$ cat src/core/orcd_map.svh
// Purpose: constants of the odd ratio clock divider
// Assumes: 50 MHz system clock
// Notes: loss count in system clock cycles, half counts in input half periods
`ifndef ORCD_MAP_SVH
`define ORCD_MAP_SVH

`define ORCD_CLK_MHZ 50
`define ORCD_HALF_DIV3 4'h3
`define ORCD_HALF_DIV5 4'h5
`define ORCD_PH_W 4
`define ORCD_LOSS_TIME_NS 1000
`define ORCD_LOSS_CYCLES ((`ORCD_LOSS_TIME_NS * `ORCD_CLK_MHZ) / 1000)
`define ORCD_LOSS_W 8
`define ORCD_SEL_DIV5 1'b1

`endif

$ cat src/core/orcd_pkg.sv
// Purpose: types of the odd ratio clock divider
// Assumes: nothing
// Notes: one-hot state codes
package orcd_pkg;
    typedef enum logic [3:0] {
        ORCD_ST_IDLE  = 4'b0001,
        ORCD_ST_ARM_R = 4'b0010,
        ORCD_ST_ARM_F = 4'b0100,
        ORCD_ST_RUN   = 4'b1000
    } orcd_state_t;
endpackage : orcd_pkg

$ cat src/core/orcd_sync.sv
// Purpose: three stage input synchroniser with agreement filter
// Assumes: input from another clock domain or a pin
// Notes: output follows once stages two and three agree
`timescale 1ns/1ps
module orcd_sync #(
    parameter logic RESET_VAL = 1'b0
) (
    input wire logic clk,
    input wire logic rst_n,
    input wire logic async_in,
    output logic sync_out
);
    logic s1_reg;
    logic s2_reg;
    logic s3_reg;

    always_ff @(posedge clk or negedge rst_n) begin
        if (!rst_n) begin
            s1_reg <= RESET_VAL;
            s2_reg <= RESET_VAL;
            s3_reg <= RESET_VAL;
        end else begin
            s1_reg <= async_in;
            s2_reg <= s1_reg;
            s3_reg <= s2_reg;
        end
    end

    // stage one feeds stage two only
    always_ff @(posedge clk or negedge rst_n) begin
        if (!rst_n) begin
            sync_out <= RESET_VAL;
        end else if (s2_reg == s3_reg) begin
            sync_out <= s3_reg;
        end
    end
endmodule : orcd_sync

$ cat src/core/orcd_divider.sv
// Purpose: divide a sampled input clock by three or five with a clean enable
// Assumes: input clock well below a quarter of clk; ratio select static while enabled
// Notes: loss of input edges freezes the output at its current level
`timescale 1ns/1ps
`include "orcd_map.svh"
module orcd_divider (
    input wire logic clk,
    input wire logic rst_n,
    input wire logic in_clk,
    input wire logic enable,
    input wire logic div_sel,
    output logic clk_out,
    output logic input_lost
);
    import orcd_pkg::*;

    // half input periods spent high; period is twice this
    function automatic logic [`ORCD_PH_W-1:0] half_count(input logic sel);
        half_count = (sel == `ORCD_SEL_DIV5) ? `ORCD_HALF_DIV5 : `ORCD_HALF_DIV3;
    endfunction : half_count

    logic in_s;
    logic en_s;
    logic in_d_reg;
    logic rise;
    logic fall;
    logic edge_seen;
    logic [`ORCD_LOSS_W-1:0] loss_cnt_reg;
    orcd_state_t state_reg;
    logic [`ORCD_PH_W-1:0] ph_reg;
    logic [`ORCD_PH_W-1:0] ph_next;
    logic [`ORCD_PH_W-1:0] half_reg;
    logic stop_pend_reg;

    orcd_sync #(.RESET_VAL(1'b0)) u_sync_clk (
        .clk(clk),
        .rst_n(rst_n),
        .async_in(in_clk),
        .sync_out(in_s)
    );

    // pull-up behaviour: reset state is enabled
    orcd_sync #(.RESET_VAL(1'b1)) u_sync_en (
        .clk(clk),
        .rst_n(rst_n),
        .async_in(enable),
        .sync_out(en_s)
    );

    always_ff @(posedge clk or negedge rst_n) begin
        if (!rst_n) begin
            in_d_reg <= 1'b0;
        end else begin
            in_d_reg <= in_s;
        end
    end

    assign rise = in_s & ~in_d_reg;
    assign fall = ~in_s & in_d_reg;
    assign edge_seen = rise | fall;

    // digital stand-in for the swing detector: no edge for the timeout means lost
    always_ff @(posedge clk or negedge rst_n) begin
        if (!rst_n) begin
            loss_cnt_reg <= '0;
            input_lost <= 1'b0;
        end else if (edge_seen) begin
            loss_cnt_reg <= '0;
            input_lost <= 1'b0;
        end else if (loss_cnt_reg == `ORCD_LOSS_W'(`ORCD_LOSS_CYCLES - 1)) begin
            input_lost <= 1'b1;
        end else begin
            loss_cnt_reg <= loss_cnt_reg + `ORCD_LOSS_W'(1);
        end
    end

    assign ph_next = (ph_reg == ((half_reg << 1) - `ORCD_PH_W'(1))) ? '0
                   : ph_reg + `ORCD_PH_W'(1);

    // state only moves on input edges, so a stopped input freezes it
    always_ff @(posedge clk or negedge rst_n) begin
        if (!rst_n) begin
            state_reg <= ORCD_ST_IDLE;
            ph_reg <= '0;
            half_reg <= `ORCD_HALF_DIV3;
            stop_pend_reg <= 1'b0;
            clk_out <= 1'b0;
        end else if (edge_seen && !input_lost) begin
            case (state_reg)
                ORCD_ST_IDLE: begin
                    clk_out <= 1'b0;
                    stop_pend_reg <= 1'b0;
                    half_reg <= half_count(div_sel);
                    if (en_s) begin
                        state_reg <= ORCD_ST_ARM_R;
                    end
                end
                ORCD_ST_ARM_R: begin
                    if (!en_s) begin
                        state_reg <= ORCD_ST_IDLE;
                    end else if (rise) begin
                        state_reg <= ORCD_ST_ARM_F;
                    end
                end
                ORCD_ST_ARM_F: begin
                    if (!en_s) begin
                        state_reg <= ORCD_ST_IDLE;
                    end else if (fall) begin
                        // next rise wraps the phase to zero and raises the output
                        state_reg <= ORCD_ST_RUN;
                        ph_reg <= (half_reg << 1) - `ORCD_PH_W'(1);
                    end
                end
                ORCD_ST_RUN: begin
                    ph_reg <= ph_next;
                    clk_out <= (ph_next < half_reg);
                    if (rise && !en_s) begin
                        stop_pend_reg <= 1'b1;
                    end
                    // hold only at an output falling edge, never mid pulse
                    if (stop_pend_reg && ph_next == half_reg) begin
                        state_reg <= ORCD_ST_IDLE;
                    end
                end
                default: begin
                    state_reg <= ORCD_ST_IDLE;
                    clk_out <= 1'b0;
                end
            endcase
        end
    end
endmodule : orcd_divider

$ cat config.mk
export PLATFORM = sky130hd
export DESIGN_NAME = orcd_divider
export DESIGN_NICKNAME = d
export VERILOG_FILES = /design/src/core/orcd_pkg.sv /design/src/core/orcd_sync.sv /design/src/core/orcd_divider.sv
export VERILOG_INCLUDE_DIRS = /design/src /design/src/core
export SDC_FILE = /design/constraint.sdc
export NUM_CORES = 1
export LEC_CHECK = 0
export BUFFER_PORTS_ARGS = -buffer_cell sky130_fd_sc_hd__buf_2
export CAP_MARGIN = 10
export CORE_UTILIZATION = 52
export CTS_CLUSTER_SIZE = 30
export DETAILED_ROUTE_END_ITERATION = 12
export GPL_ROUTABILITY_DRIVEN = 0
export GPL_TIMING_DRIVEN = 0
export PLACE_DENSITY = 0.74
export SLEW_MARGIN = 20
export SYNTH_ARGS = -nofsm -noshare
export SYNTH_HDL_FRONTEND = slang
export SYNTH_HIERARCHICAL = 1
export SYNTH_SLANG_ARGS = --single-unit
$ cat constraint.sdc
create_clock -name clk -period 2.68 [get_ports clk]
set_input_delay 0.67 -clock clk [delete_from_list [all_inputs] [get_ports clk]]
set_output_delay 0.67 -clock clk [all_outputs]
set_load 0.05 [all_outputs]
==> flow_summary.json, run 1 <==
{
  "status": "finished with violations",
  "violations": "design-rule violations",
  "synth-main-ff-cell": "dfrtp_1",
  "synthSimpleGateAreaFrac": 0.1777,
  "cts_tree": "yes",
  "syn-mean-instance-area_um2": 10.78,
  "crit_slowest_cell": "dfstp_2",
  "setup_ws_ns": 0.3347,
  "crit_type": "flip-flop to flip-flop",
  "p_seq_frac": 0.403,
  "ios": 7,
  "worst_pin_slew_ns": 0.6568,
  "htreeDepth": 2,
  "vias": 1109,
  "coreArea_um2": 2805,
  "worstPathArrival_ns": 2.57,
  "period_share": 0.8751,
  "ys_seq_area_frac": 0.4852,
  "overflow": 0,
  "setup_viol": 0,
  "final_cell_mix": "dfrtp_1, inv_1, xnor2_1",
  "syn_area_um2": 1563,
  "synth_edf_count": 0,
  "cts_buffers": 5,
  "grt_pass1_wl_um": 4809,
  "hpwl_um": 1858,
  "synth_fa_ha_area_frac": 0.07846,
  "synth_cell_types": 43,
  "root_buffer": "clkbuf_4",
  "drt-initial-drc-count": 57,
  "postCtsSetupBuffers": 0,
  "worst-path-max-fanout": 7,
  "layout_commonest_cell": "dfrtp_1",
  "cts_resized": 0,
  "start_util": 0.5571,
  "synth-seq-cells": 30,
  "antenna_found_initial": 0,
  "die_h_um": 56.82,
  "grt_usage": 0.1998,
  "hp-class": "primary input to async pin",
  "p_total_uw": 1631,
  "portBuffers": 6,
  "fp.dieW_um": 56.82,
  "slew_headroom": 0.5582,
  "pre_cts_ws_ns": 0.3880,
  "required_ns": 2.90,
  "first_pass_iters": 8,
  "cp_cell_sequence": "xnor2_1, and3_1, clkbuf_1, nor2_1, ha_1, nand3b_1, nor3b_1, a21oi_1, o31a_1",
  "power.switching_uw": 590.2,
  "ir_worst_vdd_uv": 576.7,
  "synth.area.mux_share": 0.02802,
  "fin_setup_tns_ns": 0,
  "finalWirelength_um": 2604,
  "skew_ns": 0.01434,
  "drv_slew": 0,
  "fin_nets": 171,
  "drcViolationCount": 2,
  "p_comb_frac": 0.375,
  "drv_cap": 0,
  "instances_no_fill": 190,
  "cpPeakStageDelay_ns": 0.57,
  "worstSetupEndpointType": "flip-flop",
  "utilization": 0.6111,
  "cts.clk_slew.worst_paths_ns": 0.11,
  "rsz0062_at_grt": "false",
  "hold_viol_final": 0,
  "period_needed_ns": 2.345,
  "ant_nets": 0,
  "drive_gt1_frac": 0.1824,
  "synth_xor_area_frac": 0.06725,
  "ctsHoldBuffers": 0,
  "synthTopCellsByArea": "dfrtp_1, dfstp_2, ha_1",
  "largest_reg_flops": 8,
  "via_per_inst": 5.837,
  "grt_pass1_vias": 1147,
  "synth_cells": 145,
  "syn-num-nets": 158,
  "async_flop_share": 1.000,
  "syn_to_final_growth_pct": 9.687,
  "clkPwrFrac": 0.222,
  "die_area_um2": 3229,
  "synth_largest_area_cell": "dfrtp_1",
  "yosys_warnings": 6,
  "fmax_ghz": 0.4264,
  "intPower_uw": 1041,
  "synth_top_family_by_area": "simple AND/OR/NAND/NOR gates",
  "place_inst": 182,
  "rows": 19,
  "power_density_nw_per_um2": 951.7,
  "synth_compound_area_frac": 0.1161,
  "swShare": 0.3618,
  "synth_top_area_share": 0.3843,
  "post_drt_wl_per_cell_um": 13.71,
  "cts.sinks": 30,
  "grt_max_degree": 31,
  "clk_latency_ns": 0.33,
  "p_leak_uw": 0.0007890,
  "startpoint_type": "flip-flop",
  "clk_path_buf_depth": 2,
  "antenna-diode-count": 0
}
[cells in the mapped netlist (2+ instances only)]
| cell | instances |
|---|---|
| dfrtp_1 | 24 |
| clkbuf_1 | 4 |
| nor2_1 | 4 |
| o21a_1 | 2 |
| nor3_1 | 3 |
| nand2_1 | 8 |
| o31ai_1 | 4 |
| and2_1 | 7 |
| nand3b_1 | 3 |
| ha_1 | 8 |
| nand2b_1 | 2 |
| a211o_1 | 2 |
| buf_2 | 2 |
| maj3_2 | 2 |
| o21ai_0 | 3 |
| a21boi_0 | 2 |
| xnor2_1 | 9 |
| mux2_2 | 3 |
| nand3_1 | 5 |
| xor2_1 | 3 |
| and3_1 | 3 |
| dfstp_2 | 6 |
| inv_1 | 10 |
| nor4_1 | 3 |
| nand4b_1 | 2 |
| a21oi_1 | 4 |
[cell type report]
type                    count  area, um^2
clock inverters             3       45.04
fillers                   243        1091
plain buffers               7       36.28
clock buffers               5       37.54
inverters                  10       37.54
multi-input cells          98       730.7
flip-flops and latches     30       758.2
repair buffers              6       30.03
well taps                  31       38.79
[layer usage]
metal,vias to the layer above,wire (um),GRT usage
met5,-,0,0
met3,8,94,0.07143
li1,538,-,-
met4,0,61,0.1115
met1,542,1180,0.2354
met2,21,1267,0.3163
[worst paths after layout]
check	startpoint	endpoint	slack, ns	cells past startpoint
min	rst_n	ph_reg[3]	0.33	1
max	half_reg[1]	state_reg[3]	0.33	9
max in group asynchronous	rst_n	loss_cnt_reg[3]	1.92	1
min in group clk	u_sync_en/s1_reg	u_sync_en/s2_reg	0.36	0
min reg2reg	u_sync_en/s1_reg	u_sync_en/s2_reg	0.36	0
max reg2reg	half_reg[1]	state_reg[3]	0.33	9
[through the flow]
stage               hold WS [ns]  area, um^2
floorplan                 0.3312        1563
global placement          0.3389        1632
detailed placement        0.3418        1632
CTS                       0.3483        1714
global route              0.3657        1714
finish                    0.3348        1714
[power groups by stage]
stage	Sequential (uW)	Clock, uW	Combinational [uW]
after floorplan	652	0	481
after global placement	657	0	578
after detailed placement	666	0	605
after CTS	657	379	610
after global routing	675	395	692
final	657	363	611
[critical path, delay by kind of cell, from the launching register on]
kind,cells,cell delay (ns)
adder cells (fa/ha/maj),1,0.31
AO/OA/AOI/OAI,2,0.36
AND/OR/NAND/NOR,4,0.60
flip-flops,1,0.57
XOR/XNOR,1,0.14
buffers and inverters,1,0.25
[logic make-up after synthesis]
logic type,Yosys count
muxes,4
buffers and inverters,17
AOI/OAI and AO/OA,25
DFF,30
and+or+nand+nor,47
xor gates and xnor gates,12
adders and majority gates,10
(Power assumes the default switching activity.)
==> inputs of run 2 (changes only) <==
--- a/config.mk
+++ b/config.mk
@@ -9,6 +9,7 @@
 export BUFFER_PORTS_ARGS = -buffer_cell sky130_fd_sc_hd__buf_2
 export CAP_MARGIN = 10
 export CORE_UTILIZATION = 52
+export CTS_BUF_LIST = sky130_fd_sc_hd__clkbuf_4 sky130_fd_sc_hd__clkbuf_8
 export CTS_CLUSTER_SIZE = 30
 export DETAILED_ROUTE_END_ITERATION = 12
 export GPL_ROUTABILITY_DRIVEN = 0
==> constraint.sdc (replaced) <==
create_clock -name clk -period 2.4 [get_ports clk]
set_input_delay 0.6 -clock clk [delete_from_list [all_inputs] [get_ports clk]]
set_output_delay 0.6 -clock clk [all_outputs]
set_load 0.05 [all_outputs]
==> run 2 against run 1 <==
  * The flow still finishes with violations (design-rule violations)
  * Worst hold slack got worse by 0.071 ns
  * Clock power up 12%
  * Critical path depth shrank 4
  * Utilization shrank 0.089 points
  * First-iteration DRC count is 8.8% higher
  * Register-to-register slack got worse by 0.11 ns
  * Critical path type unchanged
  * Critical endpoint is now state_reg[2]
  * Largest power group unchanged
==> flow_summary.json, run 2 (same netlist as run 1, synthesis figures left out) <==
{
  "status": "finished with violations",
  "violations": "design-rule violations",
  "utilization": 0.6102,
  "cts_resized": 0,
  "hp-class": "primary input to async pin",
  "drive_gt1_frac": 0.1899,
  "grt_max_degree": 31,
  "cp_num_buf_inv": 1,
  "multiInputGateArea_um2": 732.0,
  "startpoint": "state_reg[0]",
  "drv_cap": 0,
  "rsz0062_at_grt": "false",
  "startpoint_type": "flip-flop",
  "grt_usage": 0.1998,
  "ios": 7,
  "portBuffers": 6,
  "fin_nets": 170,
  "required_ns": 2.62,
  "crit_slowest_cell": "nor4b_1",
  "drcViolationCount": 2,
  "finalWirelength_um": 2609,
  "cts.sinks": 30,
  "overflow": 0,
  "fin_setup_tns_ns": 0,
  "cts_buffers": 5,
  "ir_worst_vdd_uv": 644.2,
  "setup_viol": 0,
  "cpPeakStageDelay_ns": 0.56,
  "hold_viol_final": 0,
  "period_share": 0.9055,
  "final_cell_mix": "dfrtp_1, inv_1, xnor2_1",
  "grt_pass1_wl_um": 4809,
  "first_pass_iters": 8,
  "crit_type": "flip-flop to flip-flop",
  "p_total_uw": 1822,
  "instances_no_fill": 189,
  "place_inst": 182,
  "drt-initial-drc-count": 62,
  "die_h_um": 56.82,
  "start_util": 0.5571,
  "htreeDepth": 2,
  "fmax_ghz": 0.4601,
  "worstPathArrival_ns": 2.40,
  "grt_pass1_vias": 1147,
  "worst-path-max-fanout": 10,
  "postCtsSetupBuffers": 0,
  "syn_to_final_growth_pct": 9.528,
  "vias": 1100,
  "period_needed_ns": 2.173,
  "worst_pin_slew_ns": 0.6092,
  "die_area_um2": 3229,
  "cp_cell_sequence": "clkbuf_1, nor4b_1, a211o_1, nor3_1, mux2_2",
  "largest_reg_flops": 8,
  "antenna-diode-count": 0,
  "ant_nets": 0,
  "r2r_start": "state_reg[0]",
  "root_buffer": "clkbuf_4",
  "skew_ns": 0.01563,
  "cts_tree": "yes",
  "p_leak_uw": 0.0007876,
  "power_density_nw_per_um2": 1064,
  "layout_commonest_cell": "dfrtp_1",
  "crit_family": "simple AND/OR/NAND/NOR gates",
  "cts.clk_slew.worst_paths_ns": 0.11,
  "drv_slew": 0,
  "ctsHoldBuffers": 0,
  "worstSetupEndpointType": "flip-flop",
  "clk_path_buf_depth": 2,
  "hpwl_um": 1858,
  "coreArea_um2": 2805,
  "clk_latency_ns": 0.34,
  "antenna_found_initial": 0,
  "register_area_um2": 758.2,
  "fp.dieW_um": 56.82,
  "via_per_inst": 5.820,
  "post_drt_wl_per_cell_um": 13.80,
  "slew_headroom": 0.5882,
  "rows": 19,
  "fillers": 244
}
[run 2: cell types whose count changed in the layout (fill, tap and decap cells not counted), sizes merged]
cell,before,now
clkbuf,9,8
[run 2: routing by layer]
metal | track usage | vias up | wire, um
li1 | - | 535 | -
met4 | 0.1115 | 0 | 61
met2 | 0.3163 | 21 | 1283
met5 | 0 | - | 0
met1 | 0.2354 | 536 | 1174
met3 | 0.07143 | 8 | 88
[run 2: power breakdown]
group | leakage, uW | internal, uW | total [uW] | switching [uW]
clock | 0.0000374 | 218 | 406 | 188
sequential | 0.000378 | 630 | 735 | 105
combinational | 0.000372 | 314 | 681 | 367
[run 2: path summary, 6_finish.rpt]
path	endpoint	slack [ns]	cells after the start
min in group clk	u_sync_en/s1_reg	0.36	1
worst min-delay path	ph_reg[3]	0.26	1
worst max-delay path	state_reg[2]	0.23	5
max in group asynchronous	loss_cnt_reg[3]	1.71	1
worst min register to register	u_sync_en/s2_reg	0.36	0
worst max register to register	state_reg[2]	0.23	5
[run 2: through the flow]
stage	hold WS [ns]	instance area [um^2]	setup slack [ns]
2_1_floorplan	0.3044	1563	0.3261
3_3_place_gp	0.3389	1632	0.1565
3_5_place_dp	0.3418	1632	0.1080
4_1_cts	0.2783	1714	0.09009
5_1_grt	0.3014	1712	0.07399
6_report	0.2634	1712	0.2267
[run 2: final cells by class]
class / count / area share
flip-flops and latches: 30 / 0.4430
clock inverters: 3 / 0.02632
plain buffers: 6 / 0.01901
multi-input cells: 98 / 0.4276
repair buffers: 6 / 0.01754
inverters: 10 / 0.02193
well taps: 31 / 0.02266
clock buffers: 5 / 0.02193
